==> src/verilog/tgc_defs.vh <==
`ifndef TGC_DEFS_VH
`define TGC_DEFS_VH

// Register addresses
`define TGC_ADDR_IRQ_STATUS   8'h12
`define TGC_ADDR_IRQ_ENABLE   8'h15
`define TGC_ADDR_A_CTRL       8'h20
`define TGC_ADDR_B_CTRL       8'h21
`define TGC_ADDR_A_ACT_TIME   8'h24
`define TGC_ADDR_A_INA_TIME   8'h26
`define TGC_ADDR_B_ACT_TIME   8'h28
`define TGC_ADDR_B_INA_TIME   8'h2A
`define TGC_ADDR_FSK_DATA     8'h34
`define TGC_ADDR_FSK_ENHANCE  8'h6C
`define TGC_ADDR_A_FREQ       8'h00
`define TGC_ADDR_A_AMPL       8'h01
`define TGC_ADDR_A_PHASE      8'h02
`define TGC_ADDR_B_FREQ       8'h03
`define TGC_ADDR_B_AMPL       8'h04
`define TGC_ADDR_B_PHASE      8'h05
`define TGC_ADDR_MARK_FREQ    8'h45
`define TGC_ADDR_MARK_AMPL    8'h46
`define TGC_ADDR_MARK_PHASE   8'h47
`define TGC_ADDR_SPACE_FREQ   8'h48
`define TGC_ADDR_SPACE_AMPL   8'h49
`define TGC_ADDR_SPACE_PHASE  8'h4A

// Control, FSK enhance and FSK data register fields
`define TGC_CTRL_SEL_LSB      0
`define TGC_CTRL_SEL_MSB      1
`define TGC_CTRL_OSC_EN       2
`define TGC_CTRL_INA_EN       3
`define TGC_CTRL_ACT_EN       4
`define TGC_CTRL_ZC_EN        5
`define TGC_CTRL_RELOAD       6
`define TGC_CTRL_STATE        7
`define TGC_SEL_RX_BIT        0
`define TGC_SEL_TX_BIT        1
`define TGC_ENH_FSK_BIT       6
`define TGC_FSK_DATA_BIT      0

// Reset values
`define TGC_RST_CTRL          8'h00
`define TGC_RST_WORD          16'h0000
`define TGC_RST_BYTE          8'h00

// Timing
`define TGC_CLK_HZ            100000000
`define TGC_RATE_STD_HZ       16000
`define TGC_RATE_FSK_HZ       24000
`define TGC_TIMER_STEP_US     125
`define TGC_SAMPLES_PER_STEP  2

`endif

==> src/verilog/tgc_tone_gen.v <==
`timescale 1ns/100ps
`include "tgc_defs.vh"

module tgc_tone_gen #(
    parameter DIV_STD = `TGC_CLK_HZ / `TGC_RATE_STD_HZ,
    parameter DIV_FSK = `TGC_CLK_HZ / `TGC_RATE_FSK_HZ
) (
    input  wire        i_ref_clk,
    input  wire        i_rstn,
    input  wire [7:0]  i_addr,
    input  wire [15:0] i_wdata,
    input  wire        i_wr,
    input  wire        i_rd,
    output reg  [15:0] o_rdata,
    output reg  [15:0] o_rx_sample,
    output reg  [15:0] o_tx_sample,
    output reg         o_sample_valid
);

    // Samples per timer step (125 us at the standard rate), sized to the step counter
    localparam [1:0] STEP_N = `TGC_SAMPLES_PER_STEP;
    localparam       PH_ACT = 1'b0;
    localparam       PH_INA = 1'b1;

    // Saturate an 18-bit resonator state to a 16-bit sample
    function [15:0] sat16;
        input [17:0] v;
        begin
            if (!v[17] && (v[16:15] != 2'b00))
                sat16 = 16'h7FFF;
            else if (v[17] && (v[16:15] != 2'b11))
                sat16 = 16'h8000;
            else
                sat16 = v[15:0];
        end
    endfunction

    // Shared registers
    reg  [3:0]  irq_pend_reg;
    reg  [3:0]  irq_en_reg;
    reg  [7:0]  enhance_reg;
    reg         fsk_bit_reg;
    reg  [15:0] mark_freq_reg;
    reg  [15:0] mark_ampl_reg;
    reg  [15:0] mark_phase_reg;
    reg  [15:0] space_freq_reg;
    reg  [15:0] space_ampl_reg;
    reg  [15:0] space_phase_reg;

    // Per-generator views for readback and mixing
    wire [7:0]  ctrl_rd   [0:1];
    wire [15:0] act_rd    [0:1];
    wire [15:0] ina_rd    [0:1];
    wire [15:0] freq_rd   [0:1];
    wire [15:0] ampl_rd   [0:1];
    wire [15:0] phase_rd  [0:1];
    wire [15:0] smp       [0:1];
    wire [1:0]  route     [0:1];
    wire [1:0]  act_exp;
    wire [1:0]  ina_exp;
    wire [1:0]  smp_tick;

    // Enhanced FSK needs both the enhance bit and generator A reload bit
    wire enh_fsk = enhance_reg[`TGC_ENH_FSK_BIT] & ctrl_rd[0][`TGC_CTRL_RELOAD];

    genvar g;
    generate
        for (g = 0; g < 2; g = g + 1) begin : gen_tone
            localparam [7:0] A_CTRL  = g ? `TGC_ADDR_B_CTRL : `TGC_ADDR_A_CTRL;
            localparam [7:0] A_ACT   = g ? `TGC_ADDR_B_ACT_TIME : `TGC_ADDR_A_ACT_TIME;
            localparam [7:0] A_INA   = g ? `TGC_ADDR_B_INA_TIME : `TGC_ADDR_A_INA_TIME;
            localparam [7:0] A_FREQ  = g ? `TGC_ADDR_B_FREQ : `TGC_ADDR_A_FREQ;
            localparam [7:0] A_AMPL  = g ? `TGC_ADDR_B_AMPL : `TGC_ADDR_A_AMPL;
            localparam [7:0] A_PHASE = g ? `TGC_ADDR_B_PHASE : `TGC_ADDR_A_PHASE;

            reg  [1:0]  sel_reg;
            reg         osc_en_reg;
            reg         ina_en_reg;
            reg         act_en_reg;
            reg         zc_en_reg;
            reg         reload_reg;
            reg  [15:0] act_time_reg;
            reg  [15:0] ina_time_reg;
            reg  [15:0] freq_reg;
            reg  [15:0] ampl_reg;
            reg  [15:0] phase_reg;
            reg  [15:0] run_freq_reg;
            reg  [17:0] y1_reg;
            reg  [17:0] y2_reg;
            reg         run_reg;
            reg         phase_st_reg;
            reg  [15:0] cnt_reg;
            reg  [12:0] div_reg;
            reg  [1:0]  step_reg;
            reg         act_exp_reg;
            reg         ina_exp_reg;

            wire        fast   = (g == 0) && enh_fsk;
            wire [12:0] div_n  = fast ? DIV_FSK[12:0] : DIV_STD[12:0];
            // Compare with >= so that a switch to the shorter divide, made while
            // the count already lies past the new end, ends the period at once
            // instead of running the counter through its whole range
            wire        tick   = (div_reg >= div_n - 13'd1);
            wire        step   = tick && (step_reg == STEP_N - 2'd1);
            wire        cad_on = act_en_reg && ina_en_reg;
            wire        wr_ctl = i_wr && (i_addr == A_CTRL);
            // Compare one step ahead, so a count of N expires on step N
            wire [16:0] cnt_p1 = {1'b0, cnt_reg} + 17'd1;
            wire        act_hit = (cnt_p1 >= {1'b0, act_time_reg});
            wire        ina_hit = (cnt_p1 >= {1'b0, ina_time_reg});
            wire        do_act = step && act_en_reg && (phase_st_reg == PH_ACT) && osc_en_reg;
            wire        do_ina = step && cad_on && (phase_st_reg == PH_INA);

            // Resonator arithmetic: 2*c*y1/2^15 - y2
            wire signed [33:0] prod  = $signed(run_freq_reg) * $signed(y1_reg);
            wire signed [17:0] y_new = prod[31:14] - $signed(y2_reg);
            // A sign change from the last sample marks a zero crossing
            wire        zero_x = (y_new[17] != y1_reg[17]);

            // Sample-rate divider and timer step counter
            always @(posedge i_ref_clk) begin
                if (!i_rstn) begin
                    div_reg  <= 13'h0000;
                    step_reg <= 2'h0;
                end else if (tick) begin
                    div_reg  <= 13'h0000;
                    step_reg <= (step_reg == STEP_N - 2'd1) ? 2'h0 : step_reg + 2'd1;
                end else begin
                    div_reg  <= div_reg + 13'd1;
                end
            end

            // Control and coefficient registers; timers may drive the enable bit
            always @(posedge i_ref_clk) begin
                if (!i_rstn) begin
                    sel_reg      <= 2'h0;
                    osc_en_reg   <= 1'b0;
                    ina_en_reg   <= 1'b0;
                    act_en_reg   <= 1'b0;
                    zc_en_reg    <= 1'b0;
                    reload_reg   <= 1'b0;
                    act_time_reg <= `TGC_RST_WORD;
                    ina_time_reg <= `TGC_RST_WORD;
                    freq_reg     <= `TGC_RST_WORD;
                    ampl_reg     <= `TGC_RST_WORD;
                    phase_reg    <= `TGC_RST_WORD;
                end else begin
                    if (do_act && act_hit)
                        osc_en_reg <= 1'b0;
                    else if (do_ina && ina_hit)
                        osc_en_reg <= 1'b1;
                    if (wr_ctl) begin
                        sel_reg    <= i_wdata[`TGC_CTRL_SEL_MSB:`TGC_CTRL_SEL_LSB];
                        osc_en_reg <= i_wdata[`TGC_CTRL_OSC_EN];
                        ina_en_reg <= i_wdata[`TGC_CTRL_INA_EN];
                        act_en_reg <= i_wdata[`TGC_CTRL_ACT_EN];
                        zc_en_reg  <= i_wdata[`TGC_CTRL_ZC_EN];
                        reload_reg <= (g == 0) ? i_wdata[`TGC_CTRL_RELOAD] : 1'b0;
                    end
                    if (i_wr && i_addr == A_ACT)
                        act_time_reg <= i_wdata;
                    if (i_wr && i_addr == A_INA)
                        ina_time_reg <= i_wdata;
                    if (i_wr && i_addr == A_FREQ)
                        freq_reg <= i_wdata;
                    if (i_wr && i_addr == A_AMPL)
                        ampl_reg <= i_wdata;
                    if (i_wr && i_addr == A_PHASE)
                        phase_reg <= i_wdata;
                end
            end

            // Shared cadence counter: active run, clear, inactive run, repeat
            always @(posedge i_ref_clk) begin
                if (!i_rstn) begin
                    cnt_reg      <= 16'h0000;
                    phase_st_reg <= PH_ACT;
                    act_exp_reg  <= 1'b0;
                    ina_exp_reg  <= 1'b0;
                end else begin
                    act_exp_reg <= do_act && act_hit;
                    ina_exp_reg <= do_ina && ina_hit;
                    if (!act_en_reg) begin
                        cnt_reg      <= 16'h0000;
                        phase_st_reg <= PH_ACT;
                    end else if (do_act) begin
                        if (act_hit) begin
                            cnt_reg      <= 16'h0000;
                            phase_st_reg <= ina_en_reg ? PH_INA : PH_ACT;
                        end else begin
                            cnt_reg <= cnt_p1[15:0];
                        end
                    end else if (do_ina) begin
                        if (ina_hit) begin
                            cnt_reg      <= 16'h0000;
                            phase_st_reg <= PH_ACT;
                        end else begin
                            cnt_reg <= cnt_p1[15:0];
                        end
                    end
                end
            end

            // Resonator: seeded on start, ends at zero crossing when asked
            always @(posedge i_ref_clk) begin
                if (!i_rstn) begin
                    run_reg      <= 1'b0;
                    y1_reg       <= 18'h00000;
                    y2_reg       <= 18'h00000;
                    run_freq_reg <= `TGC_RST_WORD;
                end else begin
                    if (act_exp_reg && reload_reg && run_reg) begin
                        if (fast)
                            run_freq_reg <= fsk_bit_reg ? mark_freq_reg : space_freq_reg;
                        else
                            run_freq_reg <= freq_reg;
                    end
                    if (tick) begin
                        if (osc_en_reg && !run_reg) begin
                            run_reg      <= 1'b1;
                            run_freq_reg <= freq_reg;
                            y1_reg       <= {{2{ampl_reg[15]}}, ampl_reg};
                            y2_reg       <= {{2{phase_reg[15]}}, phase_reg};
                        end else if (run_reg) begin
                            if (!osc_en_reg && (!zc_en_reg || zero_x)) begin
                                run_reg <= 1'b0;
                                y1_reg  <= 18'h00000;
                                y2_reg  <= 18'h00000;
                            end else begin
                                y1_reg <= y_new;
                                y2_reg <= y1_reg;
                            end
                        end
                    end
                end
            end

            assign ctrl_rd[g]  = {run_reg, reload_reg, zc_en_reg, act_en_reg,
                                  ina_en_reg, osc_en_reg, sel_reg};
            assign act_rd[g]   = act_time_reg;
            assign ina_rd[g]   = ina_time_reg;
            assign freq_rd[g]  = freq_reg;
            assign ampl_rd[g]  = ampl_reg;
            assign phase_rd[g] = phase_reg;
            assign smp[g]      = run_reg ? sat16(y1_reg) : 16'h0000;
            assign route[g]    = sel_reg;
            assign act_exp[g]  = act_exp_reg;
            assign ina_exp[g]  = ina_exp_reg;
            assign smp_tick[g] = tick;
        end
    endgenerate

    // Enhanced FSK: generator A reloads its frequency from mark or space, chosen by the last written bit
    always @(posedge i_ref_clk) begin
        if (!i_rstn) begin
            enhance_reg     <= `TGC_RST_BYTE;
            fsk_bit_reg     <= 1'b0;
            irq_en_reg      <= 4'h0;
            mark_freq_reg   <= `TGC_RST_WORD;
            mark_ampl_reg   <= `TGC_RST_WORD;
            mark_phase_reg  <= `TGC_RST_WORD;
            space_freq_reg  <= `TGC_RST_WORD;
            space_ampl_reg  <= `TGC_RST_WORD;
            space_phase_reg <= `TGC_RST_WORD;
        end else if (i_wr) begin
            if (i_addr == `TGC_ADDR_FSK_ENHANCE)
                enhance_reg <= i_wdata[7:0];
            else if (i_addr == `TGC_ADDR_FSK_DATA)
                fsk_bit_reg <= i_wdata[`TGC_FSK_DATA_BIT];
            else if (i_addr == `TGC_ADDR_IRQ_ENABLE)
                irq_en_reg <= i_wdata[3:0];
            else if (i_addr == `TGC_ADDR_MARK_FREQ)
                mark_freq_reg <= i_wdata;
            else if (i_addr == `TGC_ADDR_MARK_AMPL)
                mark_ampl_reg <= i_wdata;
            else if (i_addr == `TGC_ADDR_MARK_PHASE)
                mark_phase_reg <= i_wdata;
            else if (i_addr == `TGC_ADDR_SPACE_FREQ)
                space_freq_reg <= i_wdata;
            else if (i_addr == `TGC_ADDR_SPACE_AMPL)
                space_ampl_reg <= i_wdata;
            else if (i_addr == `TGC_ADDR_SPACE_PHASE)
                space_phase_reg <= i_wdata;
        end
    end

    // Pending bits: write one to clear, a new expiry wins over the clear
    wire [3:0] pend_set = {ina_exp[1], act_exp[1], ina_exp[0], act_exp[0]};
    // Clear mask from a write to the status register
    wire [3:0] pend_clr = (i_wr && i_addr == `TGC_ADDR_IRQ_STATUS) ? i_wdata[3:0] : 4'h0;

    always @(posedge i_ref_clk) begin
        if (!i_rstn)
            irq_pend_reg <= 4'h0;
        else
            irq_pend_reg <= (irq_pend_reg & ~pend_clr) | pend_set;
    end

    // Read data for the cycle after the strobe, zero otherwise
    always @(posedge i_ref_clk) begin
        if (!i_rstn)
            o_rdata <= 16'h0000;
        else if (!i_rd)
            o_rdata <= 16'h0000;
        else if (i_addr == `TGC_ADDR_IRQ_STATUS)
            o_rdata <= {12'h000, irq_pend_reg};
        else if (i_addr == `TGC_ADDR_IRQ_ENABLE)
            o_rdata <= {12'h000, irq_en_reg};
        else if (i_addr == `TGC_ADDR_A_CTRL)
            o_rdata <= {8'h00, ctrl_rd[0]};
        else if (i_addr == `TGC_ADDR_B_CTRL)
            o_rdata <= {8'h00, ctrl_rd[1]};
        else if (i_addr == `TGC_ADDR_A_ACT_TIME)
            o_rdata <= act_rd[0];
        else if (i_addr == `TGC_ADDR_A_INA_TIME)
            o_rdata <= ina_rd[0];
        else if (i_addr == `TGC_ADDR_B_ACT_TIME)
            o_rdata <= act_rd[1];
        else if (i_addr == `TGC_ADDR_B_INA_TIME)
            o_rdata <= ina_rd[1];
        else if (i_addr == `TGC_ADDR_FSK_DATA)
            o_rdata <= {15'h0000, fsk_bit_reg};
        else if (i_addr == `TGC_ADDR_FSK_ENHANCE)
            o_rdata <= {8'h00, enhance_reg};
        else if (i_addr == `TGC_ADDR_A_FREQ)
            o_rdata <= freq_rd[0];
        else if (i_addr == `TGC_ADDR_A_AMPL)
            o_rdata <= ampl_rd[0];
        else if (i_addr == `TGC_ADDR_A_PHASE)
            o_rdata <= phase_rd[0];
        else if (i_addr == `TGC_ADDR_B_FREQ)
            o_rdata <= freq_rd[1];
        else if (i_addr == `TGC_ADDR_B_AMPL)
            o_rdata <= ampl_rd[1];
        else if (i_addr == `TGC_ADDR_B_PHASE)
            o_rdata <= phase_rd[1];
        else if (i_addr == `TGC_ADDR_MARK_FREQ)
            o_rdata <= mark_freq_reg;
        else if (i_addr == `TGC_ADDR_MARK_AMPL)
            o_rdata <= mark_ampl_reg;
        else if (i_addr == `TGC_ADDR_MARK_PHASE)
            o_rdata <= mark_phase_reg;
        else if (i_addr == `TGC_ADDR_SPACE_FREQ)
            o_rdata <= space_freq_reg;
        else if (i_addr == `TGC_ADDR_SPACE_AMPL)
            o_rdata <= space_ampl_reg;
        else if (i_addr == `TGC_ADDR_SPACE_PHASE)
            o_rdata <= space_phase_reg;
        else
            o_rdata <= 16'h0000;
    end

    // Route and mix the two tones onto the audio paths
    wire [15:0] rx_a = route[0][`TGC_SEL_RX_BIT] ? smp[0] : 16'h0000;
    wire [15:0] rx_b = route[1][`TGC_SEL_RX_BIT] ? smp[1] : 16'h0000;
    wire [15:0] tx_a = route[0][`TGC_SEL_TX_BIT] ? smp[0] : 16'h0000;
    wire [15:0] tx_b = route[1][`TGC_SEL_TX_BIT] ? smp[1] : 16'h0000;
    wire [17:0] rx_sum = {{2{rx_a[15]}}, rx_a} + {{2{rx_b[15]}}, rx_b};
    wire [17:0] tx_sum = {{2{tx_a[15]}}, tx_a} + {{2{tx_b[15]}}, tx_b};

    always @(posedge i_ref_clk) begin
        if (!i_rstn) begin
            o_rx_sample    <= 16'h0000;
            o_tx_sample    <= 16'h0000;
            o_sample_valid <= 1'b0;
        end else begin
            o_rx_sample    <= sat16(rx_sum);
            o_tx_sample    <= sat16(tx_sum);
            o_sample_valid <= |smp_tick;
        end
    end

endmodule

==> config.mk <==
export PLATFORM = sky130hd
export DESIGN_NAME = tgc_tone_gen
export DESIGN_NICKNAME = d
export VERILOG_FILES = /design/src/verilog/tgc_tone_gen.v
export VERILOG_INCLUDE_DIRS = /design/src /design/src/verilog
export SDC_FILE = /design/constraint.sdc
export NUM_CORES = 2
export LEC_CHECK = 0
export ABC_AREA = 1
export BUFFER_PORTS_ARGS = -buffer_cell sky130_fd_sc_hd__buf_2
export CORE_MARGIN = 4
export CORE_UTILIZATION = 27
export DETAILED_ROUTE_END_ITERATION = 8
export SYNTH_ARGS = -nofsm -noshare
export SYNTH_HDL_FRONTEND = slang
export SYNTH_SLANG_ARGS = --single-unit
==> constraint.sdc <==
create_clock -name i_ref_clk -period 10.98 [get_ports i_ref_clk]
set_input_delay 0.549 -clock i_ref_clk [delete_from_list [all_inputs] [get_ports i_ref_clk]]
set_output_delay 0.549 -clock i_ref_clk [all_outputs]
set_load 0.02 [all_outputs]
# [Word-level counts from Yosys, hierarchy flattened]
# Index checks and enable logic that the tools add are counted.
[word_totals] reg_bits=509 inputBits=28 output_inout_bits=49 wordCells=308
[classes] addsub=11 multipliers=2 order_cmp=6 n_eq_ne=31 muxes=89 n_bitwise=16 n_reduce_logical=94
[ops] cell="$mux 16" n=45
[ops] cell="$mux 18" n=12
[ops] cell="$ge 17x16->1" n=4
[ops] cell="$mul 16x18->32" n=2
[ops] cell="$eq 8x6->1 const B" n=7
[ops] cell="$eq 8x7->1 const B" n=7
[ops] cell="$logic_and 1x1->1" n=45
[ops] cell="$sub 18x18->18" n=2
[ops] cell="$add 16x1->17 const B" n=2
[ops] cell="$add 16x16->17" n=2
[ops] cell="$mux 15" n=2
[ops] cell="$add 13x1->13 const B" n=2
[ops] cell="$mux 1" n=22
[ops] cell="$reduce_bool 2->1" n=10
[ops] cell="$eq 8x2->1 const B" n=2
[ops] cell="$eq 8x3->1 const B" n=2
[ops] cell="$eq 8x5->1 const B" n=2
[ops] cell="$mux 8" n=2
[ops] cell="$reduce_and 2->1" n=7
[ops] cell="$ge 13x13->1" n=1
[ops] cell="$ge 13x13->1 const B" n=1
[ops] cell="$sub 13x1->13 const B" n=1
[ops] cell="$mux 12" n=1
[ops] cell="$mux 4" n=3
[ops] cell="other kinds (26)" n=63

# [Logic depth before layout (Yosys ltp)]
[depth] word_depth=23 ltp_mapped=45 mapped_depth_nobuf=42

# [Worst setup path before layout]
# OpenSTA, ideal clock, no wires.
[synth_path] kind="register to register" from="register gen_tone[0].run_freq_reg[7]" to="register gen_tone[0].y1_reg[10]" setup_ns=0.128 arrival_ns=7.531 required_time_ns=10.852 slack_ns=3.322 path_stages_with_launch=45 n_path_buf=3 synth_period_minus_slack_ns=7.658 cell_sequence="dfxtp_1 clkbuf_1 buf_1 nand2_1 fa_1 inv_1 fa_1 inv_1 fa_1 inv_1 fa_1 fa_1 inv_1 fa_1 inv_1 ha_1 nand2_1 inv_1 [... 9 more ...] nand2_1 xor2_1 ha_1 nand2_1 nor3_1 nand2_1 nor3_1 nand3b_1 nand3_1 nand2_1 nand2_1 nand2_1 nand2_1 nand3_1 nand2_2 buf_4 a21oi_1 nor2_1"
[synth_via] elab_chain_cells=8
[synth_lines] item="start: declaration" line_no="tgc_tone_gen.v:87" source="reg [15:0] run_freq_reg;"
[synth_lines] item="start signal: assignment" line_no="tgc_tone_gen.v:210" source="run_freq_reg <= `TGC_RST_WORD;"
[synth_lines] item="start signal: assignment" line_no="tgc_tone_gen.v:214" source="run_freq_reg <= fsk_bit_reg ? mark_freq_reg : space_freq_reg;"
[synth_lines] item="start signal: assignment" line_no="tgc_tone_gen.v:216" source="run_freq_reg <= freq_reg;"
[synth_lines] item="$mul 16x18->32 *" line_no="tgc_tone_gen.v:115" source="wire signed [33:0] prod = $signed(run_freq_reg) * $signed(y1_reg);"
[synth_lines] item="$sub 18x18->18 *" line_no="tgc_tone_gen.v:116" source="wire signed [17:0] y_new = prod[31:14] - $signed(y2_reg);"
[synth_lines] item="$ne 1x1->1" line_no="tgc_tone_gen.v:118" source="wire zero_x = (y_new[17] != y1_reg[17]);"
[synth_lines] item="$logic_or 1x1->1" line_no="tgc_tone_gen.v:225" source="if (!osc_en_reg && (!zc_en_reg || zero_x)) begin"
[synth_lines] item="$logic_and 1x1->1" line_no="tgc_tone_gen.v:225"
[synth_lines] item="$mux 18 *" line_no="tgc_tone_gen.v:225"
[synth_lines] item="$mux 18 *" line_no="tgc_tone_gen.v:224" source="end else if (run_reg) begin"
[synth_lines] item="$mux 18 *" line_no="tgc_tone_gen.v:219" source="if (osc_en_reg && !run_reg) begin"
[synth_lines] item="end signal: assignment" line_no="tgc_tone_gen.v:222" source="y1_reg <= {{2{ampl_reg[15]}}, ampl_reg};"
[synth_lines] item="end signal: assignment" line_no="tgc_tone_gen.v:230" source="y1_reg <= y_new;"
[synth_lines] item="end: declaration" line_no="tgc_tone_gen.v:88" source="reg [17:0] y1_reg;"
# Mark *: on every way between the ends. The rest lies on a longest branch, timed or not. The select of a mux whose other input is x is not followed.
# A chain may end at the register's enable or synchronous reset.

# [Worst setup path in the final report]
[layout_path] from="register gen_tone[0].y1_reg[17]" to="register gen_tone[0].y2_reg[7]"
[layout_via] elab_chain_cells=8
[layout_lines] item="$mul 16x18->32" line_no="tgc_tone_gen.v:115"
[layout_lines] item="$sub 18x18->18" line_no="tgc_tone_gen.v:116"
[layout_lines] item="$ne 1x1->1 *" line_no="tgc_tone_gen.v:118"
[layout_lines] item="$logic_or 1x1->1 *" line_no="tgc_tone_gen.v:225"
[layout_lines] item="$logic_and 1x1->1 *" line_no="tgc_tone_gen.v:225"
[layout_lines] item="$mux 18 *" line_no="tgc_tone_gen.v:225"
[layout_lines] item="$mux 18 *" line_no="tgc_tone_gen.v:224"
[layout_lines] item="$mux 18 *" line_no="tgc_tone_gen.v:219"
[layout_lines] item="end signal: assignment" line_no="tgc_tone_gen.v:223" source="y2_reg <= {{2{phase_reg[15]}}, phase_reg};"
[layout_lines] item="end signal: assignment" line_no="tgc_tone_gen.v:231" source="y2_reg <= y1_reg;"
[layout_lines] item="end: declaration" line_no="tgc_tone_gen.v:89" source="reg [17:0] y2_reg;"
# Marks and branches as above.

==> reports/results.ini <==
[run_status]
outcome=finished, final reports clean

[power]
p_leak_uw=0.0248
clkPwrFrac_pct=51.5
ir_drop_v=0.000115
power.total_uw=4060
switchingPower_uw=985
netSwitchingFraction_pct=24.3
p_per_area_nw_per_um2=77.2
seq_power_share_pct=45.6
pwr-share-comb_pct=2.9
p_int_uw=3080

[sta]
maxSlewHeadroom_pct=21.9
fin_tns_setup_ns=0
fmax_ghz=0.104
layout_min_cycle_time_ns=9.63
finalHoldViolCount=0
worst_pin_slew_ns=1.16
setup_viol=0
drv_slew=0
rsz0062_at_grt=no
fin_ws_ns=1.35
fin_worst_skew_ns=0.0548
period_share_pct=87.7

[floorplan]
design.die.area_sq_um=185000
core_area_sq_um=177000
initial_core_util_pct=27.2
die_h_um=430
fp.dieW_um=430
rows=154
pin_count=77

[cts]
root_buffer=clkbuf_16
clockBufferDepth=3
ctsResizeCount=0
cts_tree=yes
clk_pin_slew_ns=0.06
htree_levels=2
clock_latency_ns=0.71
postCtsSetupBuffers=0
cts_made_buffers=59
cts_hold_buf=0
clock_sinks=509

[yosys]
syn_avg_cell_area_sq_um=7.36
ys_ff_latch=509
synth_fa_ha_area_share_pct=30.8
synth-warning-count=0
synthCells=6540
synth-edff-count=0
yosysUniqueCellTypes=62
synth_compound_area_share_pct=15.2
yosys_most_used_dff=dfxtp_1
synth-xor-area-share_pct=2.37
synthMuxAreaShare_pct=0
yosys.area_share.simple_pct=16.7
synth_area_sq_um=48100
ys_seq_area_share_pct=21.2
synth_top_family_by_area=adder cells
ys_async_sr_fraction_pct=0
synth_nets=7422

[placement]
dpl.hpwl_mm=119
place_congestion=0.925
dpl_cell_area_sq_um=50500
placement.io_buffers=76
dpl_worst_slack_ns=1.59

[final_layout]
drive_gt1_share_pct=4.68
nets=7284
finalInstanceArea_sq_um=52600
syn2layout_area_growth_pct=9.31

[global_routing]
grt_pass1_wl_mm=243
grt_max_degree=150
grt_use_total_pct=16.6
grt.overflow.total=0
antenna_found_initial=25
grt_pass1_vias=42830

[critical_path]
worst-path-max-fanout=36
worstReg2RegStart=gen_tone[0].y1_reg[17]
regToRegSetupSlack_ns=1.35
worstSetupEndpointType=register
arrival_ns=10.22
critical-path-max-stage-delay_ns=0.88
cp_slowest_cell=dfxtp_1
cp.required_ns=11.56
cp_common_cell=nand2_1
startpoint_type=register
r2r_end=gen_tone[0].y2_reg[7]
crit_type=reg2reg
reg2reg_depth=34

[detailed_routing]
ant_nets=0
vias=42215
remaining_drc_errors=0
initialDrtViolationCount=3677
wl_per_cell_um=17.6
vias_per_cell=4.80
routed_wl_mm=155
dr.pass1.iters=6

[worst_hold_path]
min_from=i_rd
holdPathStages=3
hold_path_end=o_rdata[3]
hp-class=in2reg

[job]
maxCapViolCount=0

[power groups by stage]
stage          registers [uW]  clock network [uW]  logic, uW
6_report                 1850                2090        118
3_3_place_gp             1900                   0        114
2_1_floorplan            1890                   0       63.3
5_1_grt                  1850                2200        126
3_5_place_dp             1900                   0        115
4_1_cts                  1850                2120        115
[cells in the mapped netlist (10+ instances only)]
library cell / n / area share [%]
a211oi_1: 25 / 0.39
a21oi_1: 675 / 7.0
a21oi_2: 10 / 0.18
a31oi_1: 16 / 0.21
buf_1: 16 / 0.12
buf_2: 32 / 0.33
buf_4: 11 / 0.17
clkbuf_1: 265 / 2.1
clkinv_1: 11 / 0.086
dfxtp_1: 509 / 21
fa_1: 554 / 23
ha_1: 300 / 7.8
inv_1: 1386 / 11
nand2_1: 1172 / 9.1
nand3_1: 154 / 1.6
nand3_2: 13 / 0.27
nand4_1: 71 / 0.92
nor2_1: 400 / 3.1
nor3_1: 56 / 0.58
nor3b_1: 10 / 0.16
nor4_1: 15 / 0.19
o211ai_1: 12 / 0.19
o21a_1: 11 / 0.17
o21ai_0: 526 / 5.5
o21bai_1: 11 / 0.17
o22ai_1: 37 / 0.48
o31ai_1: 11 / 0.17
xnor2_1: 57 / 1.0
xor2_1: 73 / 1.3
[per-layer routing]
| metal | up-vias | share of wire [%] | track usage [%] | wire (um) |
|---|---|---|---|---|
| met1 | 20393 | 42 | 21.6 | 65700 |
| li1 | 20055 | - | - | - |
| met3 | 312 | 7.1 | 2.78 | 11000 |
| met5 | - | 0.055 | 0 | 85 |
| met2 | 1443 | 46 | 27.4 | 71200 |
| met4 | 12 | 4.4 | 6.54 | 6800 |
[cell type report]
cell class,instances,area (sq um)
well taps,2340,2930
clock inverters,26,360
repair buffers,129,797
flip-flops and latches,509,10200
clock buffers,84,1700
fillers,19055,124000
inverters,1407,5290
diodes,10,25.0
multi-input cells,4296,31300
[cell families (layout without fill, tap and decap cells)]
group           after synthesis  in the layout
simple gates               1932           1932
buf+inv                    1735           1646
compound gates             1380           1380
fa+ha+maj                   854            854
flops                       509            509
xor+xnor                    130            130
other cells                   0             10
[cells in the final DEF, fill, tap and decap left out, types with 6 or more instances in the layout]
| cell | instances |
|---|---|
| inv_1 | 1385 |
| nand2_1 | 1172 |
| a21oi_1 | 674 |
| fa_1 | 554 |
| o21ai_0 | 526 |
| dfxtp_1 | 509 |
| nor2_1 | 396 |
| ha_1 | 300 |
| nand3_1 | 154 |
| buf_2 | 75 |
| xor2_1 | 73 |
| nand4_1 | 71 |
| clkbuf_16 | 59 |
| xnor2_1 | 57 |
| nor3_1 | 56 |
| buf_4 | 52 |
| o22ai_1 | 37 |
| a211oi_1 | 25 |
| a31oi_1 | 16 |
| nor4_1 | 15 |
| nand3_2 | 13 |
| clkbuf_8 | 13 |
| o211ai_1 | 12 |
| clkbuf_1 | 12 |
| nor2_2 | 11 |
| clkinv_1 | 11 |
| o21bai_1 | 11 |
| o21a_1 | 11 |
| o31ai_1 | 11 |
| a21oi_2 | 11 |
| diode_2 | 10 |
| nor3b_1 | 10 |
| clkinv_2 | 10 |
| inv_2 | 9 |
| or2_2 | 9 |
| o21ai_1 | 8 |
| nand2_2 | 6 |
[through the flow]
| stage | utilization (%) | std cells | hold slack, ns |
|---|---|---|---|
| after floorplan | - | 6540 | 0.415 |
| after global placement | 28.6 | 8681 | 0.432 |
| after detailed placement | 28.6 | 8681 | 0.433 |
| after CTS | 29.8 | 8791 | 0.217 |
| after global routing | 29.8 | 8794 | 0.263 |
| final | 29.8 | 8801 | 0.265 |
[critical path, delay by kind of cell (launching register included)]
kind	cells	cell delay [ns]
AO/OA/AOI/OAI	3	0.95
XOR/XNOR	1	0.18
adder cells (fa/ha/maj)	8	3.95
buffers and inverters	5	0.59
flip-flops	1	0.88
AND/OR/NAND/NOR	17	2.92
[worst max path at each step]
stage,start,end,slack (ns),depth (start not counted)
5_1_grt,gen_tone[0].y1_reg[17],gen_tone[0].y1_reg[17],0.68,32
2_1_floorplan,gen_tone[0].run_freq_reg[7],gen_tone[0].y1_reg[10],3.32,44
3_3_place_gp,gen_tone[0].y1_reg[17],gen_tone[0].y1_reg[17],1.59,34
6_report,gen_tone[0].y1_reg[17],gen_tone[0].y2_reg[7],1.35,34
3_5_place_dp,gen_tone[0].y1_reg[17],gen_tone[0].y1_reg[17],1.59,34
4_1_cts,gen_tone[0].y1_reg[17],gen_tone[0].y2_reg[7],1.48,34
Power figures use the tool's default switching activity.
